--- src/shared/gpi_monitor_pkg.sv ---
// Package of register map, field layout and timing constants for the input monitor block.
package gpi_monitor_pkg;
  localparam int unsigned NUM_MON = 13;
  localparam int unsigned NUM_GEN_IN = 22;
  localparam int unsigned MON_SRC [1:13] = '{5, 6, 0, 13, 14, 15, 16, 17, 4, 18, 19, 20, 21};

  localparam logic [7:0] OFFS_TBC = 8'h48;
  localparam logic [7:0] OFFS_GIMC = 8'h4C;
  localparam logic [7:0] OFFS_IRQ_STAT = 8'h60;
  localparam logic [7:0] OFFS_IRQ_MASK = 8'h64;
  localparam logic [7:0] OFFS_IN_STATE = 8'h68;

  localparam int unsigned GIMC_EDGE13_BIT = 27;
  localparam int unsigned GIMC_EDGE12_BIT = 26;
  localparam int unsigned GIMC_POL_LSB = 13;
  localparam int unsigned GIMC_EN_LSB = 0;
  localparam logic [31:0] GIMC_RESET = 32'h0000_0000;
  localparam logic [31:0] GIMC_WMASK = 32'h0FFF_FFFF;

  localparam int unsigned TBC_DUTY_LSB = 11;
  localparam int unsigned TBC_LOCK_LSB = 6;
  localparam int unsigned TBC_RES_BIT = 5;
  localparam int unsigned TBC_FBCNT_LSB = 0;
  localparam logic [31:0] TBC_RESET = 32'h0000_0000;
  localparam logic [31:0] TBC_WMASK = 32'h0000_3FFF;

  localparam int unsigned IRQ_THERM_BIT = 13;
  localparam logic [31:0] IRQ_WMASK = 32'h0000_3FFF;
  localparam logic [31:0] IRQ_RESET = 32'h0000_0000;

  localparam int unsigned CLK_PERIOD_NS = 10;
  localparam int unsigned LOCK_TICK_FINE_NS = 8000;
  localparam int unsigned LOCK_TICK_COARSE_NS = 1000000;
  localparam int unsigned LOCK_TICK_FINE_CYC = LOCK_TICK_FINE_NS / CLK_PERIOD_NS;
  localparam int unsigned LOCK_TICK_COARSE_CYC = LOCK_TICK_COARSE_NS / CLK_PERIOD_NS;
  localparam int unsigned THROTTLE_SLOT_CYC = 256;

  localparam logic [1:0] RESP_OKAY = 2'h0;
  localparam logic [1:0] RESP_SLVERR = 2'h2;
endpackage

--- src/hdl/gpi_monitor_burst_timer_ctl.sv ---
// Input monitor conditioning, thermal throttle and fast burst timer control with AXI4-Lite.
// Functional notes
// - Thermal duty code sets stop-clock fraction while alarm throttles; code 100 is 50%.
// - On stop-clock exit, load fast burst timer with PLL lock count, lock source.
// - Lock resolution bit selects 1 ms tick (0) or 8 us tick (1).
// - Fast burst count is the initial and reload value in normal timing.
// - Bit 27 makes monitor 13 input edge-sensitive, else level.
// - Bit 26 makes monitor 12 input edge-sensitive, else level.
// - Bits 25..13 select active-low per monitor input, bit 13 is monitor 1.
// - Bits 12..0 gate each monitor input into decode, bit 0 is monitor 1.
// - Monitor 0 has no input; monitors 1..7 use inputs 5,6,0,13,14,15,16.
// - Monitors 8..13 use inputs 17,4,18,19,20,21.
//
// The implementer's own choice: the AXI4-Lite register port.
`timescale 1ns/1ps
module gpi_monitor_burst_timer_ctl #(
  parameter int unsigned ADDR_W            = 8,
  parameter int unsigned LOCK_COARSE_CYC   = gpi_monitor_pkg::LOCK_TICK_COARSE_CYC,
  parameter int unsigned THROTTLE_SLOT_CYC = gpi_monitor_pkg::THROTTLE_SLOT_CYC
) (
  input  wire logic              clock_i,
  input  wire logic              rst_i,
  input  wire logic [ADDR_W-1:0] s_axi_awaddr_i,
  input  wire logic              s_axi_awvalid_i,
  output logic                   s_axi_awready_o,
  input  wire logic [31:0]       s_axi_wdata_i,
  input  wire logic [3:0]        s_axi_wstrb_i,
  input  wire logic              s_axi_wvalid_i,
  output logic                   s_axi_wready_o,
  output logic [1:0]             s_axi_bresp_o,
  output logic                   s_axi_bvalid_o,
  input  wire logic              s_axi_bready_i,
  input  wire logic [ADDR_W-1:0] s_axi_araddr_i,
  input  wire logic              s_axi_arvalid_i,
  output logic                   s_axi_arready_o,
  output logic [31:0]            s_axi_rdata_o,
  output logic [1:0]             s_axi_rresp_o,
  output logic                   s_axi_rvalid_o,
  input  wire logic              s_axi_rready_i,
  input  wire logic [21:0]       gen_in_i,
  input  wire logic              thermal_alarm_n_i,
  input  wire logic              cpu_stop_exit_i,
  input  wire logic              fb_reload_i,
  input  wire logic              fb_expired_i,
  output logic [13:0]            activity_o,
  output logic                   stop_clock_request_n_o,
  output logic                   fb_load_o,
  output logic [4:0]             fb_load_value_o,
  output logic                   fb_lock_mode_o,
  output logic                   fb_tick_o,
  output logic                   irq_o
);
  localparam int unsigned FINE_CYC = gpi_monitor_pkg::LOCK_TICK_FINE_CYC;
  localparam int unsigned TICK_W = $clog2(LOCK_COARSE_CYC + 1);
  localparam int unsigned SLOT_W = $clog2(THROTTLE_SLOT_CYC + 1);

  if (ADDR_W < 8 || LOCK_COARSE_CYC < FINE_CYC || THROTTLE_SLOT_CYC < 1) begin : g_bad_param
    $error("Unsupported parameter value.");
  end

  function automatic logic [31:0] merge(input logic [31:0] old, input logic [31:0] d,
                                        input logic [3:0] s, input logic [31:0] m);
    logic [31:0] r;
    r = old;
    for (int b = 0; b < 4; b++) begin
      if (s[b]) begin
        r[8*b +: 8] = d[8*b +: 8];
      end
    end
    return r & m;
  endfunction

  logic              aw_held_ff;
  logic [7:0]        awaddr_ff;
  logic              w_held_ff;
  logic [31:0]       wdata_ff;
  logic [3:0]        wstrb_ff;
  logic              bvalid_ff;
  logic [1:0]        bresp_ff;
  logic              rvalid_ff;
  logic [1:0]        rresp_ff;
  logic [31:0]       rdata_ff;
  logic [31:0]       gimc_ff;
  logic [31:0]       tbc_ff;
  logic [31:0]       stat_ff;
  logic [31:0]       mask_ff;
  logic [13:1]       sync1_ff;
  logic [13:1]       sync2_ff;
  logic [13:1]       prev_ff;
  logic [13:1]       act_ff;
  logic [13:1]       nxt_act;
  logic [1:0]        alarm_sync_ff;
  logic              alarm_prev_ff;
  logic [SLOT_W-1:0] slot_cnt_ff;
  logic [2:0]        phase_ff;
  logic              stop_n_ff;
  logic              fb_load_ff;
  logic [4:0]        fb_value_ff;
  logic              lock_mode_ff;
  logic [TICK_W-1:0] tick_cnt_ff;
  logic              tick_ff;
  logic              wr_fire;
  logic              rd_fire;
  logic              wr_hit;
  logic [7:0]        rd_addr;
  logic [31:0]       nxt_rdata;
  logic              rd_hit;
  logic [31:0]       w1c;
  logic [31:0]       events;
  logic [2:0]        duty;
  logic              throttling;
  logic [TICK_W-1:0] tick_last;

  assign s_axi_awready_o = !aw_held_ff;
  assign s_axi_wready_o  = !w_held_ff;
  assign s_axi_bvalid_o  = bvalid_ff;
  assign s_axi_bresp_o   = bresp_ff;
  assign s_axi_arready_o = !rvalid_ff;
  assign s_axi_rvalid_o  = rvalid_ff;
  assign s_axi_rresp_o   = rresp_ff;
  assign s_axi_rdata_o   = rdata_ff;

  assign wr_fire = aw_held_ff && w_held_ff && !bvalid_ff;
  assign rd_fire = s_axi_arvalid_i && !rvalid_ff;
  assign rd_addr = {s_axi_araddr_i[7:2], 2'h0};
  assign wr_hit  = awaddr_ff == gpi_monitor_pkg::OFFS_TBC ||
                   awaddr_ff == gpi_monitor_pkg::OFFS_GIMC ||
                   awaddr_ff == gpi_monitor_pkg::OFFS_IRQ_STAT ||
                   awaddr_ff == gpi_monitor_pkg::OFFS_IRQ_MASK;

  // Address and data are caught independently, so either may arrive first.
  always_ff @(posedge clock_i) begin
    if (rst_i) begin
      aw_held_ff <= 1'b0;
      awaddr_ff  <= 8'h00;
      w_held_ff  <= 1'b0;
      wdata_ff   <= 32'h0000_0000;
      wstrb_ff   <= 4'h0;
    end else begin
      if (s_axi_awvalid_i && !aw_held_ff) begin
        aw_held_ff <= 1'b1;
        awaddr_ff  <= {s_axi_awaddr_i[7:2], 2'h0};
      end else if (wr_fire) begin
        aw_held_ff <= 1'b0;
      end
      if (s_axi_wvalid_i && !w_held_ff) begin
        w_held_ff <= 1'b1;
        wdata_ff  <= s_axi_wdata_i;
        wstrb_ff  <= s_axi_wstrb_i;
      end else if (wr_fire) begin
        w_held_ff <= 1'b0;
      end
    end
  end

  always_ff @(posedge clock_i) begin
    if (rst_i) begin
      bvalid_ff <= 1'b0;
      bresp_ff  <= gpi_monitor_pkg::RESP_OKAY;
    end else if (wr_fire) begin
      bvalid_ff <= 1'b1;
      bresp_ff  <= wr_hit ? gpi_monitor_pkg::RESP_OKAY : gpi_monitor_pkg::RESP_SLVERR;
    end else if (s_axi_bready_i) begin
      bvalid_ff <= 1'b0;
    end
  end

  always_comb begin
    rd_hit    = 1'b1;
    nxt_rdata = 32'h0000_0000;
    unique case (rd_addr)
      gpi_monitor_pkg::OFFS_TBC:      nxt_rdata = tbc_ff;
      gpi_monitor_pkg::OFFS_GIMC:     nxt_rdata = gimc_ff;
      gpi_monitor_pkg::OFFS_IRQ_STAT: nxt_rdata = stat_ff;
      gpi_monitor_pkg::OFFS_IRQ_MASK: nxt_rdata = mask_ff;
      gpi_monitor_pkg::OFFS_IN_STATE: begin
        nxt_rdata = {16'h0000, stop_n_ff, lock_mode_ff, alarm_sync_ff[1], sync2_ff};
      end
      default:                        rd_hit = 1'b0;
    endcase
  end

  always_ff @(posedge clock_i) begin
    if (rst_i) begin
      rvalid_ff <= 1'b0;
      rresp_ff  <= gpi_monitor_pkg::RESP_OKAY;
      rdata_ff  <= 32'h0000_0000;
    end else if (rd_fire) begin
      rvalid_ff <= 1'b1;
      rresp_ff  <= rd_hit ? gpi_monitor_pkg::RESP_OKAY : gpi_monitor_pkg::RESP_SLVERR;
      rdata_ff  <= nxt_rdata;
    end else if (s_axi_rready_i) begin
      rvalid_ff <= 1'b0;
    end
  end

  always_ff @(posedge clock_i) begin
    if (rst_i) begin
      gimc_ff <= gpi_monitor_pkg::GIMC_RESET;
      tbc_ff  <= gpi_monitor_pkg::TBC_RESET;
      mask_ff <= gpi_monitor_pkg::IRQ_RESET;
    end else if (wr_fire) begin
      if (awaddr_ff == gpi_monitor_pkg::OFFS_GIMC) begin
        gimc_ff <= merge(gimc_ff, wdata_ff, wstrb_ff, gpi_monitor_pkg::GIMC_WMASK);
      end
      if (awaddr_ff == gpi_monitor_pkg::OFFS_TBC) begin
        tbc_ff <= merge(tbc_ff, wdata_ff, wstrb_ff, gpi_monitor_pkg::TBC_WMASK);
      end
      if (awaddr_ff == gpi_monitor_pkg::OFFS_IRQ_MASK) begin
        mask_ff <= merge(mask_ff, wdata_ff, wstrb_ff, gpi_monitor_pkg::IRQ_WMASK);
      end
    end
  end

  // Monitor 1 sits in bit 0 of each per-monitor field.
  for (genvar m = 1; m <= 13; m++) begin : g_mon
    logic asserted;
    logic edge_mode;
    always_ff @(posedge clock_i) begin
      if (rst_i) begin
        sync1_ff[m] <= 1'b0;
        sync2_ff[m] <= 1'b0;
      end else begin
        sync1_ff[m] <= gen_in_i[gpi_monitor_pkg::MON_SRC[m]];
        sync2_ff[m] <= sync1_ff[m];
      end
    end
    assign asserted = sync2_ff[m] ^ gimc_ff[gpi_monitor_pkg::GIMC_POL_LSB + m - 1];
    if (m == 13) begin : g_e13
      assign edge_mode = gimc_ff[gpi_monitor_pkg::GIMC_EDGE13_BIT];
    end else if (m == 12) begin : g_e12
      assign edge_mode = gimc_ff[gpi_monitor_pkg::GIMC_EDGE12_BIT];
    end else begin : g_lvl
      assign edge_mode = 1'b0;
    end
    always_ff @(posedge clock_i) begin
      if (rst_i) begin
        prev_ff[m] <= 1'b0;
      end else begin
        prev_ff[m] <= asserted;
      end
    end
    // Edge mode yields one pulse per entry into the active level.
    assign nxt_act[m] = gimc_ff[gpi_monitor_pkg::GIMC_EN_LSB + m - 1] &&
                        (edge_mode ? (asserted && !prev_ff[m]) : asserted);
  end

  always_ff @(posedge clock_i) begin
    if (rst_i) begin
      act_ff <= 13'h0000;
    end else begin
      act_ff <= nxt_act;
    end
  end

  assign activity_o = {act_ff, 1'b0};

  always_ff @(posedge clock_i) begin
    if (rst_i) begin
      alarm_sync_ff <= 2'h3;
      alarm_prev_ff <= 1'b1;
    end else begin
      alarm_sync_ff <= {alarm_sync_ff[0], thermal_alarm_n_i};
      alarm_prev_ff <= alarm_sync_ff[1];
    end
  end

  // A new event wins over a write-one-to-clear in the same cycle.
  always_comb begin
    events = 32'h0000_0000;
    events[12:0] = nxt_act & ~act_ff;
    events[gpi_monitor_pkg::IRQ_THERM_BIT] = alarm_prev_ff && !alarm_sync_ff[1];
    w1c = 32'h0000_0000;
    if (wr_fire && awaddr_ff == gpi_monitor_pkg::OFFS_IRQ_STAT) begin
      w1c = merge(32'h0000_0000, wdata_ff, wstrb_ff, gpi_monitor_pkg::IRQ_WMASK);
    end
  end

  always_ff @(posedge clock_i) begin
    if (rst_i) begin
      stat_ff <= gpi_monitor_pkg::IRQ_RESET;
    end else begin
      stat_ff <= (stat_ff & ~w1c) | events;
    end
  end

  assign irq_o = |(stat_ff & mask_ff);

  // Eight slots per throttle period; the duty code counts asserted slots.
  assign duty       = tbc_ff[gpi_monitor_pkg::TBC_DUTY_LSB +: 3];
  assign throttling = !alarm_sync_ff[1];

  always_ff @(posedge clock_i) begin
    if (rst_i || !throttling) begin
      slot_cnt_ff <= '0;
      phase_ff    <= 3'h0;
    end else if (slot_cnt_ff == SLOT_W'(THROTTLE_SLOT_CYC - 1)) begin
      slot_cnt_ff <= '0;
      phase_ff    <= phase_ff + 3'h1;
    end else begin
      slot_cnt_ff <= slot_cnt_ff + SLOT_W'(1);
    end
  end

  // The reserved code 000 never asserts the request rather than stopping the clock outright.
  always_ff @(posedge clock_i) begin
    if (rst_i) begin
      stop_n_ff <= 1'b1;
    end else begin
      stop_n_ff <= !(throttling && phase_ff < duty);
    end
  end

  assign stop_clock_request_n_o = stop_n_ff;

  always_ff @(posedge clock_i) begin
    if (rst_i) begin
      fb_load_ff   <= 1'b0;
      fb_value_ff  <= 5'h00;
      lock_mode_ff <= 1'b0;
    end else begin
      fb_load_ff <= cpu_stop_exit_i || fb_reload_i;
      if (cpu_stop_exit_i) begin
        fb_value_ff  <= tbc_ff[gpi_monitor_pkg::TBC_LOCK_LSB +: 5];
        lock_mode_ff <= 1'b1;
      end else if (fb_reload_i) begin
        fb_value_ff  <= tbc_ff[gpi_monitor_pkg::TBC_FBCNT_LSB +: 5];
        lock_mode_ff <= 1'b0;
      end else if (fb_expired_i) begin
        lock_mode_ff <= 1'b0;
      end
    end
  end

  assign fb_load_o       = fb_load_ff;
  assign fb_load_value_o = fb_value_ff;
  assign fb_lock_mode_o  = lock_mode_ff;

  assign tick_last = tbc_ff[gpi_monitor_pkg::TBC_RES_BIT] ?
                     TICK_W'(FINE_CYC - 1) : TICK_W'(LOCK_COARSE_CYC - 1);

  // The tick restarts on every lock load so the first period is whole.
  always_ff @(posedge clock_i) begin
    if (rst_i || cpu_stop_exit_i || !lock_mode_ff) begin
      tick_cnt_ff <= '0;
      tick_ff     <= 1'b0;
    end else if (tick_cnt_ff >= tick_last) begin
      tick_cnt_ff <= '0;
      tick_ff     <= 1'b1;
    end else begin
      tick_cnt_ff <= tick_cnt_ff + TICK_W'(1);
      tick_ff     <= 1'b0;
    end
  end

  assign fb_tick_o = tick_ff;
endmodule

--- config.mk ---
export PLATFORM = sky130hd
export DESIGN_NAME = gpi_monitor_burst_timer_ctl
export DESIGN_NICKNAME = d
export VERILOG_FILES = /design/src/shared/gpi_monitor_pkg.sv /design/src/hdl/gpi_monitor_burst_timer_ctl.sv
export SDC_FILE = /design/constraint.sdc
export NUM_CORES = 1
export LEC_CHECK = 0
export BUFFER_PORTS_ARGS = -buffer_cell sky130_fd_sc_hd__buf_2
export CAP_MARGIN = 20
export CORE_MARGIN = 2
export CORE_UTILIZATION = 47
export CTS_BUF_LIST = sky130_fd_sc_hd__clkbuf_2 sky130_fd_sc_hd__clkbuf_4 sky130_fd_sc_hd__clkbuf_8
export DETAILED_ROUTE_END_ITERATION = 8
export PLACE_DENSITY = 0.69
export SLEW_MARGIN = 20
export SYNTH_ARGS = -nofsm -noshare
export SYNTH_HDL_FRONTEND = slang
export SYNTH_SLANG_ARGS = --single-unit
--- constraint.sdc ---
create_clock -name clock_i -period 2.42 [get_ports clock_i]
set_clock_uncertainty 0.05 [all_clocks]
set_input_delay 0.726 -clock clock_i [delete_from_list [all_inputs] [get_ports clock_i]]
set_output_delay 0.726 -clock clock_i [all_outputs]
set_load 0.02 [all_outputs]
==> results.toml <==
[place]
gp_congestion = 0.843
io_buffers = 125
dp_hpwl_um = 14800
post-place-ws_ns = 0.103
dp_cells = 1268

[logic_synthesis]
synth_area_leaders = "dfxtp_1 (51%), mux2i_1 (7.8%), nor2_1 (6.2%)"
synth.most_common_cell = "dfxtp_1"
synth_seq_cells = 224
ys_seq_area_share_pct = 51.3
synth_top_family_by_area = "simple AND/OR/NAND/NOR gates"
synth_mux_area_share_pct = 9.33
synthCells = 943
avgSynthCellArea_um2 = 9.28
yosysTopAreaCell = "dfxtp_1"
synth_top_area_share_pct = 51.3
synth_compound_area_share_pct = 11.8
ys.flop_type = "dfxtp_1"
yosysWarnings = 0
synth_xor_area_share_pct = 3.50
synthesis.area_um2 = 8750
async_flop_share_pct = 0
yosysUniqueCellTypes = 50
ys_top_cells_by_count = "dfxtp_1 (224), nor2_1 (144), nand2_1 (98)"
synth-simple-area-share_pct = 17.8
synth_edf_count = 0
synth_adder_area_share_pct = 1.57

[sta]
grt_setup_unrepaired = "yes"
tightest_slew_ns = 0.522
hold_violations = 0
timing.final.crit_share_pct = 105
max_freq_ghz = 0.392
maxSlewViolCount = 0
setup_slack_ns = -0.128
fin_crit_ns = 2.55
setup_viol = 1
max-slew-margin-rel_pct = 65.2
hold-worst-slack_ns = 0.329

[global_route]
grt_max_degree = 89
grt_pass1_wl_um = 33800
antenna_found_initial = 0
overflow = 0
grt_pass1_vias = 6515
track_usage_pct = 21.4

[clock_tree]
clk_latency_ns = 0.53
htreeDepth = 2
cts-root-buf = "clkbuf_8"
cts.sinks = 224
cts.clk_slew.worst_paths_ns = 0.06
clock_path_buffers = 3
cts_tree = "built"
post_cts_buffers = 0
numCtsBuffers = 37

[power_and_ir_drop]
p_sw_share_pct = 23.4
p_sw_w = 0.00183
powerDensity_nw_per_um2 = 746
ir_drop_mv = 0.411
combPwrFrac_pct = 5.5
power_frac_seq_pct = 49.4
pwr-share-clk_pct = 45.2
p_int_w = 0.00599
p_leak_nw = 4.58

[routing]
wl_per_cell_um = 16.1
detail-route-antenna-nets = 0
via_count = 7018
first_pass_iters = 7
drc = 0
drt-total-wl_um = 21500
drt_iter0_markers = 453
avgViaCountPerCell = 5.27

[run_status]
violations = "setup timing"
status = "finished, violations left"

[min_path]
hold_path.class = "primary input to register"
hold_depth = 2

[die]
initial_core_util_pct = 48.4
coreArea_um2 = 18100
die_w_um = 140
dieArea_um2 = 19700
die_y_um = 140
ios = 150
num_rows = 49

[flow_run]
drv_cap = 0

[setup_path]
end_kind = "output pin"
worstPathRequired_ns = 1.64
crit_fanout = 2
critPathKind = "register to output pin"
worstRegToRegCells = 7
cp-start-kind = "register"
cp.arrival_ns = 1.77

[cells_and_area]
final_nets = 1174
instances_no_fill = 1332
syn2layout_area_growth_pct = 19.8
num_antenna_cells = 0
drive_gt1_share_pct = 21.8
-- layout by cell type (no fill, tap or decap), drive strengths merged, types with 7 or more instances in the layout --
master	n
dfxtp	224
buf	150
nor2	144
nand2	98
mux2i	68
clkbuf	58
a21oi	45
inv	37
nor2b	31
o21ai	23
xnor2	22
nand3	20
nor3	19
a211oi	18
a22oi	16
a211o	14
a222oi	14
xor2	13
mux2	12
o41ai	11
ha	11
and3	7
conb	7
-- per-stage QoR --
| stage | total power [W] | TNS (ns) | util [%] | cell area [um2] |
|---|---|---|---|---|
| 2_1_floorplan | 0.00419 | 0 | - | 8770 |
| 3_3_place_gp | 0.00436 | 0 | 53.4 | 9650 |
| 3_5_place_dp | 0.00437 | 0 | 53.4 | 9650 |
| 4_1_cts | 0.00789 | -0.164 | 57.9 | 10500 |
| 5_1_grt | 0.00811 | -0.201 | 58.0 | 10500 |
| 6_report | 0.00782 | -0.128 | 58.0 | 10500 |
-- area by class of cell --
| cell class | instances | area [um2] |
|---|---|---|
| Multi-Input combinational cell | 629 | 3900 |
| Inverter | 36 | 135 |
| Tap cell | 229 | 287 |
| Sequential cell | 224 | 4490 |
| Clock inverter | 6 | 68.8 |
| Timing Repair Buffer | 150 | 872 |
| Clock buffer | 58 | 736 |
| Fill cell | 1656 | 7600 |
-- per-layer routing --
layer  global-route usage [%]  vias to the layer above  part of all wire, %
met4                     6.96                        0                  2.0
met5                        0                        -                    0
met1                     27.4                     3309                   44
met2                     36.9                      171                   49
met3                     3.62                       35                  4.8
li1                         -                     3503                    -
-- worst max-delay path, stage by stage (launching register included) --
cell and delay, ns:
dfxtp_2 0.34, a22oi_2 0.22, nand2_1 0.09, a221oi_2 0.19
nand4_1 0.21, buf_4 0.22
-- sequential cells by signal, indices dropped and copies added (netlist names), 2 cells and up --
register / count
phase_ff: 3
stat_ff: 14
awaddr_ff: 6
tbc_ff: 14
wdata_ff: 28
act_ff: 13
fb_load_value_o: 5
alarm_sync_ff: 2
s_axi_rdata_o: 28
slot_cnt_ff: 9
gimc_ff: 28
sync1_ff: 13
tick_cnt_ff: 17
prev_ff: 2
sync2_ff: 13
mask_ff: 14
wstrb_ff: 4
-- kinds of logic after synthesis --
group,count (synthesis)
DFF,224
muxes,80
xor gates and xnor gates,35
and+or+nand+nor,346
adders and majority gates,11
AOI/OAI and AO/OA,150
other,1
buffers and inverters,96
-- path summary, 6_finish.rpt --
kind,startpoint,endpoint,slack [ns]
max reg2reg,tbc_ff[5],tick_cnt_ff[15],0.26
max,stat_ff[3],irq_o,-0.13
min,s_axi_rready_i,s_axi_rvalid_o,0.33
min reg2reg,alarm_sync_ff[0],alarm_sync_ff[1],0.36
-- power groups by stage --
stage               sequential [W]  combinational, W  clock (W)
CTS                        0.00386          0.000432    0.00360
global route               0.00387          0.000471    0.00377
global placement           0.00394          0.000425          0
floorplan                  0.00394          0.000256          0
detailed placement         0.00394          0.000432          0
finish                     0.00386          0.000429    0.00353
-- timing repair --
item,4_1_cts,5_1_grt
pin swaps,2,2
hold buffers,0,0
endpoints found under the setup margin,1,1
resized for setup,5,1
Note: power is estimated with default switching activity, not from simulation.
